[src/include/acs_map.svh]
// register offsets, field positions, reset values and counts
// of the conversion sequencer; definitions only
`ifndef ACS_MAP_SVH
`define ACS_MAP_SVH
`define ACS_OFS_CTRL0    6'h00
`define ACS_OFS_CTRL1    6'h04
`define ACS_OFS_CTRL2    6'h08
`define ACS_OFS_RESHI    6'h0C
`define ACS_OFS_RESLO    6'h10
`define ACS_OFS_INTCTL   6'h14
`define ACS_C0_START     7
`define ACS_C0_BUSY      6
`define ACS_C0_POWER     5
`define ACS_C0_FORMAT    4
`define ACS_C1_SRC_LSB   4
`define ACS_C2_AMPIN     5
`define ACS_C2_GAIN_LSB  2
`define ACS_IC_GIE       0
`define ACS_IC_IE        1
`define ACS_IC_REQ       2
`define ACS_RST_BYTE     8'h00
`define ACS_SRC_EXT      3'h0
`define ACS_SAMPLE_TICKS 4'h4
`define ACS_CONV_TICKS   4'hC
`endif

[src/include/acs_pkg.sv]
// types shared by the conversion sequencer and its bench
// assumes acs_map.svh is on the include path
package acs_pkg;
  // conversion phases, gray coded along idle-armed-sample-convert
  typedef enum logic [1:0] {
    ST_IDLE   = 2'b00,
    ST_ARMED  = 2'b01,
    ST_SAMPLE = 2'b11,
    ST_CONV   = 2'b10
  } acs_state_t;

  // controls towards the analog converter core
  typedef struct packed {
    logic       power;
    logic       sample;
    logic       convert;
    logic       extConnect;
    logic [3:0] channel;
    logic [2:0] source;
    logic [1:0] refSel;
    logic [2:0] ampGain;
    logic       ampInput;
  } acs_ana_t;
endpackage : acs_pkg

[src/core/acs_sequencer.sv]
// conversion sequencer: register file, conversion clock, sequence
// assumes an Avalon-MM master on clk and an analog core on clk
//
// How it works
// start runs after a full high-low pulse
// busy stays high while converting
// completion clears busy, loads result bytes
// interrupt needs global and converter enables
// conversion only while power enable is one
// power enable low switches analog off
// internal source disconnects external channel
// external source routes selected channel
// format bit arranges result across bytes
// reference select drives core reference
// amplifier reference gets input and gain
// result is twelve-bit unsigned code
// one code step is reference over 4096
// transfer offsets belong to analog core
// software sets divider first
// software configures pin function first
// polling software may keep interrupt off
// four sample ticks then twelve conversion
// completion sets request flag always
// divider gives system clock over 2^n
// start during conversion restarts sampling
// results held until next completion
`timescale 1ns/1ps
`include "acs_map.svh"

module acs_sequencer
  import acs_pkg::*;
(
  // clock, reset, enable
  input  wire logic        clk,
  input  wire logic        rst_n,
  input  wire logic        clkEn,
  // avalon-mm slave
  input  wire logic [5:0]  address,
  input  wire logic        read,
  input  wire logic        write,
  input  wire logic [31:0] writedata,
  output logic      [31:0] readdata,
  output logic             waitrequest,
  // analog converter core
  input  wire logic [11:0] anaData,
  output acs_ana_t         anaCtrl,
  // interrupt towards the processor
  output logic             cpuIrq
);

  // register state
  logic       startBit_q;
  logic       startPrev_q;
  logic       power_q;
  logic       format_q;
  logic [3:0] extChan_q;
  logic [2:0] clkDiv_q;
  logic [2:0] source_q;
  logic [1:0] refSel_q;
  logic [2:0] ampGain_q;
  logic       ampIn_q;
  logic       gie_q;
  logic       ie_q;
  logic       req_q;
  logic [7:0] resHi_q;
  logic [7:0] resLo_q;
  logic       busy_q;

  // sequencer state
  acs_state_t state_q;
  logic [6:0] preCnt_q;
  logic [3:0] tickCnt_q;
  logic       convDone;
  logic       tick;
  logic       startRise;
  logic       startFall;

  // bus decode
  logic       acc;
  logic       wrAcc;
  logic [7:0] wrByte;
  logic [7:0] rdByte;

  // a request is taken once waitrequest has dropped
  assign acc    = (read || write) && !waitrequest;
  assign wrAcc  = acc && write;
  // registers are a byte wide; upper write data is ignored
  assign wrByte = writedata[7:0];

  // one wait state, then release for the taking edge
  always_ff @(posedge clk or negedge rst_n) begin
    if (!rst_n) begin
      waitrequest <= 1'b1;
    end else if (clkEn) begin
      // low for one cycle only, so each request is taken once
      if ((read || write) && waitrequest) begin
        waitrequest <= 1'b0;
      end else begin
        waitrequest <= 1'b1;
      end
    end
  end

  // read mux; unmapped offsets read as zero
  always_comb begin
    rdByte = `ACS_RST_BYTE;
    unique case (address)
      `ACS_OFS_CTRL0: begin
        rdByte = {startBit_q, busy_q, power_q, format_q, extChan_q};
      end
      `ACS_OFS_CTRL1: begin
        rdByte = {1'b0, source_q, 1'b0, clkDiv_q};
      end
      `ACS_OFS_CTRL2: begin
        rdByte = {2'b00, ampIn_q, ampGain_q, refSel_q};
      end
      `ACS_OFS_RESHI: begin
        rdByte = resHi_q;
      end
      `ACS_OFS_RESLO: begin
        rdByte = resLo_q;
      end
      `ACS_OFS_INTCTL: begin
        rdByte = {5'h00, req_q, ie_q, gie_q};
      end
      default: begin
        rdByte = `ACS_RST_BYTE;
      end
    endcase
  end

  // read data loaded before the taking edge and held there
  always_ff @(posedge clk or negedge rst_n) begin
    if (!rst_n) begin
      readdata <= 32'h00000000;
    end else if (clkEn && read && waitrequest) begin
      readdata <= {24'h000000, rdByte};
    end
  end

  // control zero: start, power, format, channel
  always_ff @(posedge clk or negedge rst_n) begin
    if (!rst_n) begin
      startBit_q <= 1'b0;
      power_q    <= 1'b0;
      format_q   <= 1'b0;
      extChan_q  <= 4'h0;
    end else if (clkEn && wrAcc && address == `ACS_OFS_CTRL0) begin
      startBit_q <= wrByte[`ACS_C0_START];
      power_q    <= wrByte[`ACS_C0_POWER];
      format_q   <= wrByte[`ACS_C0_FORMAT];
      extChan_q  <= wrByte[3:0];
    end
  end

  // control one: conversion clock divider and input source
  always_ff @(posedge clk or negedge rst_n) begin
    if (!rst_n) begin
      clkDiv_q <= 3'h0;
      source_q <= `ACS_SRC_EXT;
    end else if (clkEn && wrAcc && address == `ACS_OFS_CTRL1) begin
      clkDiv_q <= wrByte[2:0];
      source_q <= wrByte[`ACS_C1_SRC_LSB +: 3];
    end
  end

  // control two: reference source and amplifier settings
  always_ff @(posedge clk or negedge rst_n) begin
    if (!rst_n) begin
      refSel_q  <= 2'h0;
      ampGain_q <= 3'h0;
      ampIn_q   <= 1'b0;
    end else if (clkEn && wrAcc && address == `ACS_OFS_CTRL2) begin
      refSel_q  <= wrByte[1:0];
      ampGain_q <= wrByte[`ACS_C2_GAIN_LSB +: 3];
      ampIn_q   <= wrByte[`ACS_C2_AMPIN];
    end
  end

  // interrupt enables
  always_ff @(posedge clk or negedge rst_n) begin
    if (!rst_n) begin
      gie_q <= 1'b0;
      ie_q  <= 1'b0;
    end else if (clkEn && wrAcc && address == `ACS_OFS_INTCTL) begin
      gie_q <= wrByte[`ACS_IC_GIE];
      ie_q  <= wrByte[`ACS_IC_IE];
    end
  end

  // request flag; completion beats a clear in the same cycle
  always_ff @(posedge clk or negedge rst_n) begin
    if (!rst_n) begin
      req_q <= 1'b0;
    end else if (clkEn) begin
      if (convDone) begin
        req_q <= 1'b1;
      end else if (wrAcc && address == `ACS_OFS_INTCTL &&
                   !wrByte[`ACS_IC_REQ]) begin
        req_q <= 1'b0; // writing zero clears, one keeps
      end
    end
  end

  // interrupt line follows the flag through both enables
  always_ff @(posedge clk or negedge rst_n) begin
    if (!rst_n) begin
      cpuIrq <= 1'b0;
    end else if (clkEn) begin
      cpuIrq <= req_q && gie_q && ie_q;
    end
  end

  // start bit edges, seen only while powered
  always_ff @(posedge clk or negedge rst_n) begin
    if (!rst_n) begin
      startPrev_q <= 1'b0;
    end else if (clkEn) begin
      startPrev_q <= startBit_q;
    end
  end

  // no edge counts while unpowered, so a start is refused then
  assign startRise = power_q && startBit_q && !startPrev_q;
  assign startFall = power_q && !startBit_q && startPrev_q;

  // prescaler makes one tick per 2^div system clocks
  always_ff @(posedge clk or negedge rst_n) begin
    if (!rst_n) begin
      preCnt_q <= 7'h00;
    end else if (clkEn) begin
      // held at zero until sampling so the first tick is full length
      if (state_q == ST_IDLE || state_q == ST_ARMED || tick) begin
        preCnt_q <= 7'h00;
      end else begin
        preCnt_q <= preCnt_q + 7'h01;
      end
    end
  end

  // tick on the last count of each divided period
  assign tick = (preCnt_q == 7'((8'h01 << clkDiv_q) - 8'h01));

  // the last conversion tick completes the run
  assign convDone = (state_q == ST_CONV) && tick &&
                    (tickCnt_q == `ACS_CONV_TICKS - 4'h1);

  // conversion sequence: arm on rise, run after fall
  always_ff @(posedge clk or negedge rst_n) begin
    if (!rst_n) begin
      state_q   <= ST_IDLE;
      tickCnt_q <= 4'h0;
    end else if (clkEn) begin
      // power loss and a fresh start override any phase
      if (!power_q) begin
        state_q   <= ST_IDLE;
        tickCnt_q <= 4'h0;
      end else if (startRise) begin
        state_q   <= ST_ARMED;
        tickCnt_q <= 4'h0;
      end else begin
        unique case (state_q)
          ST_IDLE: begin
            tickCnt_q <= 4'h0;
          end
          ST_ARMED: begin
            if (startFall) begin
              state_q <= ST_SAMPLE;
            end
          end
          ST_SAMPLE: begin
            if (tick) begin
              if (tickCnt_q == `ACS_SAMPLE_TICKS - 4'h1) begin
                state_q   <= ST_CONV;
                tickCnt_q <= 4'h0;
              end else begin
                tickCnt_q <= tickCnt_q + 4'h1;
              end
            end
          end
          ST_CONV: begin
            if (convDone) begin
              state_q   <= ST_IDLE;
              tickCnt_q <= 4'h0;
            end else if (tick) begin
              tickCnt_q <= tickCnt_q + 4'h1;
            end
          end
        endcase
      end
    end
  end

  // busy from the start pulse's fall to completion
  always_ff @(posedge clk or negedge rst_n) begin
    if (!rst_n) begin
      busy_q <= 1'b0;
    end else if (clkEn) begin
      // clearing wins over setting when both fall together
      if (!power_q || startRise || convDone) begin
        busy_q <= 1'b0;
      end else if (state_q == ST_ARMED && startFall) begin
        busy_q <= 1'b1;
      end
    end
  end

  // result bytes change only on completion
  always_ff @(posedge clk or negedge rst_n) begin
    if (!rst_n) begin
      resHi_q <= `ACS_RST_BYTE;
      resLo_q <= `ACS_RST_BYTE;
    end else if (clkEn && convDone) begin
      // format one right-aligns, format zero left-aligns the code
      if (format_q) begin
        resHi_q <= {4'h0, anaData[11:8]};
        resLo_q <= anaData[7:0];
      end else begin
        resHi_q <= anaData[11:4];
        resLo_q <= {anaData[3:0], 4'h0};
      end
    end
  end

  // analog core controls; code scaling and offsets live in the core
  always_ff @(posedge clk or negedge rst_n) begin
    if (!rst_n) begin
      anaCtrl <= '0;
    end else if (clkEn) begin
      // registered so the core sees steady levels
      anaCtrl.power      <= power_q;
      anaCtrl.sample     <= power_q && state_q == ST_SAMPLE;
      anaCtrl.convert    <= power_q && state_q == ST_CONV;
      anaCtrl.extConnect <= power_q && source_q == `ACS_SRC_EXT;
      anaCtrl.channel    <= (source_q == `ACS_SRC_EXT) ? extChan_q
                                                       : 4'h0;
      anaCtrl.source     <= source_q;
      anaCtrl.refSel     <= refSel_q;
      anaCtrl.ampGain    <= ampGain_q;
      anaCtrl.ampInput   <= ampIn_q;
    end
  end

endmodule : acs_sequencer

[config.mk]
export PLATFORM = sky130hd
export DESIGN_NAME = acs_sequencer
export DESIGN_NICKNAME = d
export VERILOG_FILES = /design/src/include/acs_pkg.sv /design/src/core/acs_sequencer.sv
export VERILOG_INCLUDE_DIRS = /design/src /design/src/include
export SDC_FILE = /design/constraint.sdc
export NUM_CORES = 1
export LEC_CHECK = 0
export BUFFER_PORTS_ARGS = -buffer_cell sky130_fd_sc_hd__buf_4
export CAP_MARGIN = 0
export CORE_AREA = 2 2 97 99
export DETAILED_ROUTE_END_ITERATION = 16
export DIE_AREA = 0 0 99 101
export PLACE_DENSITY = 0.75
export SYNTH_ARGS = -nofsm -noshare
export SYNTH_HDL_FRONTEND = slang
export SYNTH_SLANG_ARGS = --single-unit
[constraint.sdc]
create_clock -name clk -period 2.4 [get_ports clk]
set_clock_uncertainty 0.15 [all_clocks]
set_input_delay 0.24 -clock clk [delete_from_list [all_inputs] [get_ports clk]]
set_output_delay 0.24 -clock clk [all_outputs]
set_load 0.005 [all_outputs]
==> qor.yml <==
status:
  outcome: "complete, but fails checks"
  violations: "negative setup slack"
clock_tree:
  cts_max_path_buffers: 2
  cts_buffers: 9
  insertion_delay_ps: 350
  clock_sinks: 80
  cts_max_level: 3
  cts.clk_slew.worst_paths_ps: 80
  root_buffer: "clkbuf_8"
  cts_tree: "yes"
power:
  clkPwrFrac_pct: 41.2
  netSwitchingFraction_pct: 23.2
  seqPwrFrac_pct: 48.4
  switching_power_w: 0.000682
  leakage_nw: 2.50
  p_per_area_nw_per_um2: 567
  peakVddDrop_v: 0.000391
  combPwrFrac_pct: 10.5
  power.internal_w: 0.00226
routing:
  drt-vias-per-instance: 5.55
  vias: 3208
  wl_um: 9680
  dr.pass1.iters: 4
  initialDrtViolationCount: 253
  wl_per_cell_um: 16.7
  drcViolationCount: 0
  antenna_left: 0
critical_path:
  worstPathMaxFanout: 18
  r2r_slack_ps: -60
  critPathKind: "reg2reg"
  r2r_start: "clkDiv_q[2]"
  cp.arrival_ps: 2540
  critPathLaunchType: "flip-flop"
  r2r-end: "resLo_q[7]"
  critical_path.endpoint_type: "flip-flop"
  crit_required_ps: 2490
  reg2reg_depth: 7
floorplan:
  io_pins: 106
  die_h_um: 101
  fp.dieW_um: 99
  core_sq_um: 8980
  row_count: 35
  initial_core_util_pct: 46.5
  die-area_sq_um: 10000
sta:
  finalHoldViolations: 0
  timing.fmax_mhz: 407
  rsz0062_at_grt: "yes"
  slew_violations: 0
  worst_pin_slew_ps: 608
  post-route-period-util_pct: 102
  slew_headroom_pct: 59.5
  period_minus_slack_ps: 2460
  setup_viol: 12
  layout_setup_ws_ps: -59.6
logic_synthesis:
  syn_area_per_cell_sq_um: 11.2
  synth-edff-count: 0
  async_flop_share_pct: 100
  ys.flop_type: "dfrtp_1"
  synth_seq_area_share_pct: 48.0
  synth_seq_cells: 80
  ys_warn_count: 0
  synth_area_sq_um: 4180
  ys_types: 56
  synth_cells: 373
min_path:
  holdPathStages: 2
  min-delay-start: "writedata[2]"
  min_to: "clkDiv_q[2]"
  min_path_type: "in2reg"
final_layout:
  final_area_sq_um: 5180
  final_common_cell: "buf_4"
  area_delta_synth_final_pct: 24.1
  final_cell_mix: "buf_4 (83), dfrtp_1 (78), mux2_2 (51)"
  fin_nets: 524
  stdcell_count: 578
  n_antenna_cell: 0
  layout-drive-gt1-share_pct: 36.2
grt:
  grt_pass1_wl_um: 15500
  grt_use_total_pct: 20.0
  grt_overflow: 0
  grt_max_degree: 47
  antenna_found_initial: 0
  first_global_vias: 3075
place:
  place_congestion: 0.835
  portBuffers: 57
  dpl.cell_count: 548
  dp_hpwl_um: 6830
  placed_area_sq_um: 4780
job:
  maxCapViolCount: 0
state kept, by name (all words and copies together) (netlist names), 2 cells and up:
register   count
preCnt_q       7
resLo_q        8
source_q       3
clkDiv_q       3
readdata       8
resHi_q        8
ampGain_q      3
anaCtrl       17
refSel_q       2
tickCnt_q      4
extChan_q      4
state_q        2
critical path, cell delays in order, from the launching register on:
cell,delay [ps]
dfrtp_1,420
nand2_1,70
or4b_4,530
a32oi_2,230
o21ai_2,100
or3_4,360
buf_12,170
mux2_4,300
layout make-up:
cell class	count	area (sq um)
fill	735	3800
sequential	80	2000
multi-input combinational	261	1960
timing repair buffer	97	783
tap	111	139
clock buffer	10	138
clock inverter	5	105
inverter	14	52.6
per-stage QoR:
stage	utilization [%]	setup slack (ps)	hold slack [ps]	total power (W)	setup TNS (ps)
after global placement	53.2	-15.8	134	0.00172	-61.5
after floorplan	-	-98.9	-206	0.00159	-396
after global routing	57.7	-125	9.15	0.00304	-1280
after CTS	57.6	-4.42	0.149	0.00295	-4.42
after detailed placement	53.2	-64.2	137	0.00173	-510
final	57.7	-59.6	17.0	0.00294	-410
cell usage after synthesis, types with 2 or more instances:
| cell type | number | area (sq um) |
|---|---|---|
| inv_1 | 13 | 48.8 |
| clkbuf_1 | 11 | 41.3 |
| a22oi_1 | 2 | 15.0 |
| nand4_1 | 5 | 31.3 |
| buf_6 | 2 | 22.5 |
| nor2b_1 | 4 | 25.0 |
| a21oi_1 | 5 | 25.0 |
| o21ai_0 | 21 | 105 |
| mux2_4 | 4 | 60.1 |
| a22o_1 | 10 | 87.6 |
| nand3_1 | 9 | 45.0 |
| ha_1 | 6 | 75.1 |
| nor3b_1 | 2 | 15.0 |
| and2_1 | 3 | 18.8 |
| a222oi_1 | 9 | 90.1 |
| dfrtp_1 | 79 | 1980 |
| o211ai_1 | 5 | 37.5 |
| mux2_2 | 51 | 574 |
| buf_4 | 25 | 188 |
| o21a_1 | 2 | 15.0 |
| nor4_1 | 4 | 25.0 |
| nor2_1 | 15 | 56.3 |
| a31oi_1 | 3 | 18.8 |
| nor3_1 | 2 | 10.0 |
| or4_1 | 2 | 15.0 |
| a221o_1 | 2 | 20.0 |
| and3_1 | 2 | 12.5 |
| or2_2 | 2 | 12.5 |
| a221oi_1 | 2 | 17.5 |
| xor2_1 | 3 | 26.3 |
| nand2b_1 | 5 | 31.3 |
| nand2_1 | 28 | 105 |
| or3_1 | 2 | 12.5 |
| xnor2_1 | 3 | 26.3 |
| nor4b_1 | 4 | 35.0 |
| mux2i_1 | 6 | 60.1 |
logic make-up after synthesis:
kind of cell             share of synthesized area, %
flip-flops                                       48.0
multiplexers                                     16.6
AO/OA/AOI/OAI                                    12.9
adder cells (fa/ha/maj)                          1.80
other                                          0.0898
AND/OR/NAND/NOR                                  11.4
XOR/XNOR                                         1.26
buffers and inverters                            8.00
routing by layer:
layer / routed length [um] / up-vias / GRT usage [%]
li1: - / 1499 / -
met1: 4050 / 1566 / 26.1
met2: 4860 / 130 / 33.3
met3: 604 / 13 / 3.26
met4: 155 / 0 / 8.22
met5: 0 / - / 0
how the worst max path moves through the flow:
stage / cells past startpoint / from / slack, ps / to
CTS: 7 / clkDiv_q[2] / -4 / resLo_q[7]
finish: 7 / clkDiv_q[2] / -60 / resLo_q[7]
global placement: 7 / clkDiv_q[2] / -20 / resHi_q[7]
floorplan: 9 / preCnt_q[4] / -100 / resHi_q[5]
detailed placement: 8 / clkDiv_q[0] / -60 / resLo_q[7]
global route: 7 / clkDiv_q[2] / -120 / resLo_q[7]
power by group through the flow:
stage | registers (W) | clock network [W] | logic (W)
after CTS | 0.00142 | 0.00123 | 0.000307
after detailed placement | 0.00145 | 0 | 0.000283
after global placement | 0.00145 | 0 | 0.000276
final | 0.00142 | 0.00121 | 0.000307
after floorplan | 0.00143 | 0 | 0.000158
after global routing | 0.00143 | 0.00127 | 0.000339
timing repair:
item / 4_1_cts / 5_1_grt
hold buffers: 12 / 0
resized for setup: 2 / 3
setup buffers: 2 / 1
setup endpoints to repair: 12 / 15
endpoints found under the hold margin: 65 / 0
Power figures use the tool's default switching activity.
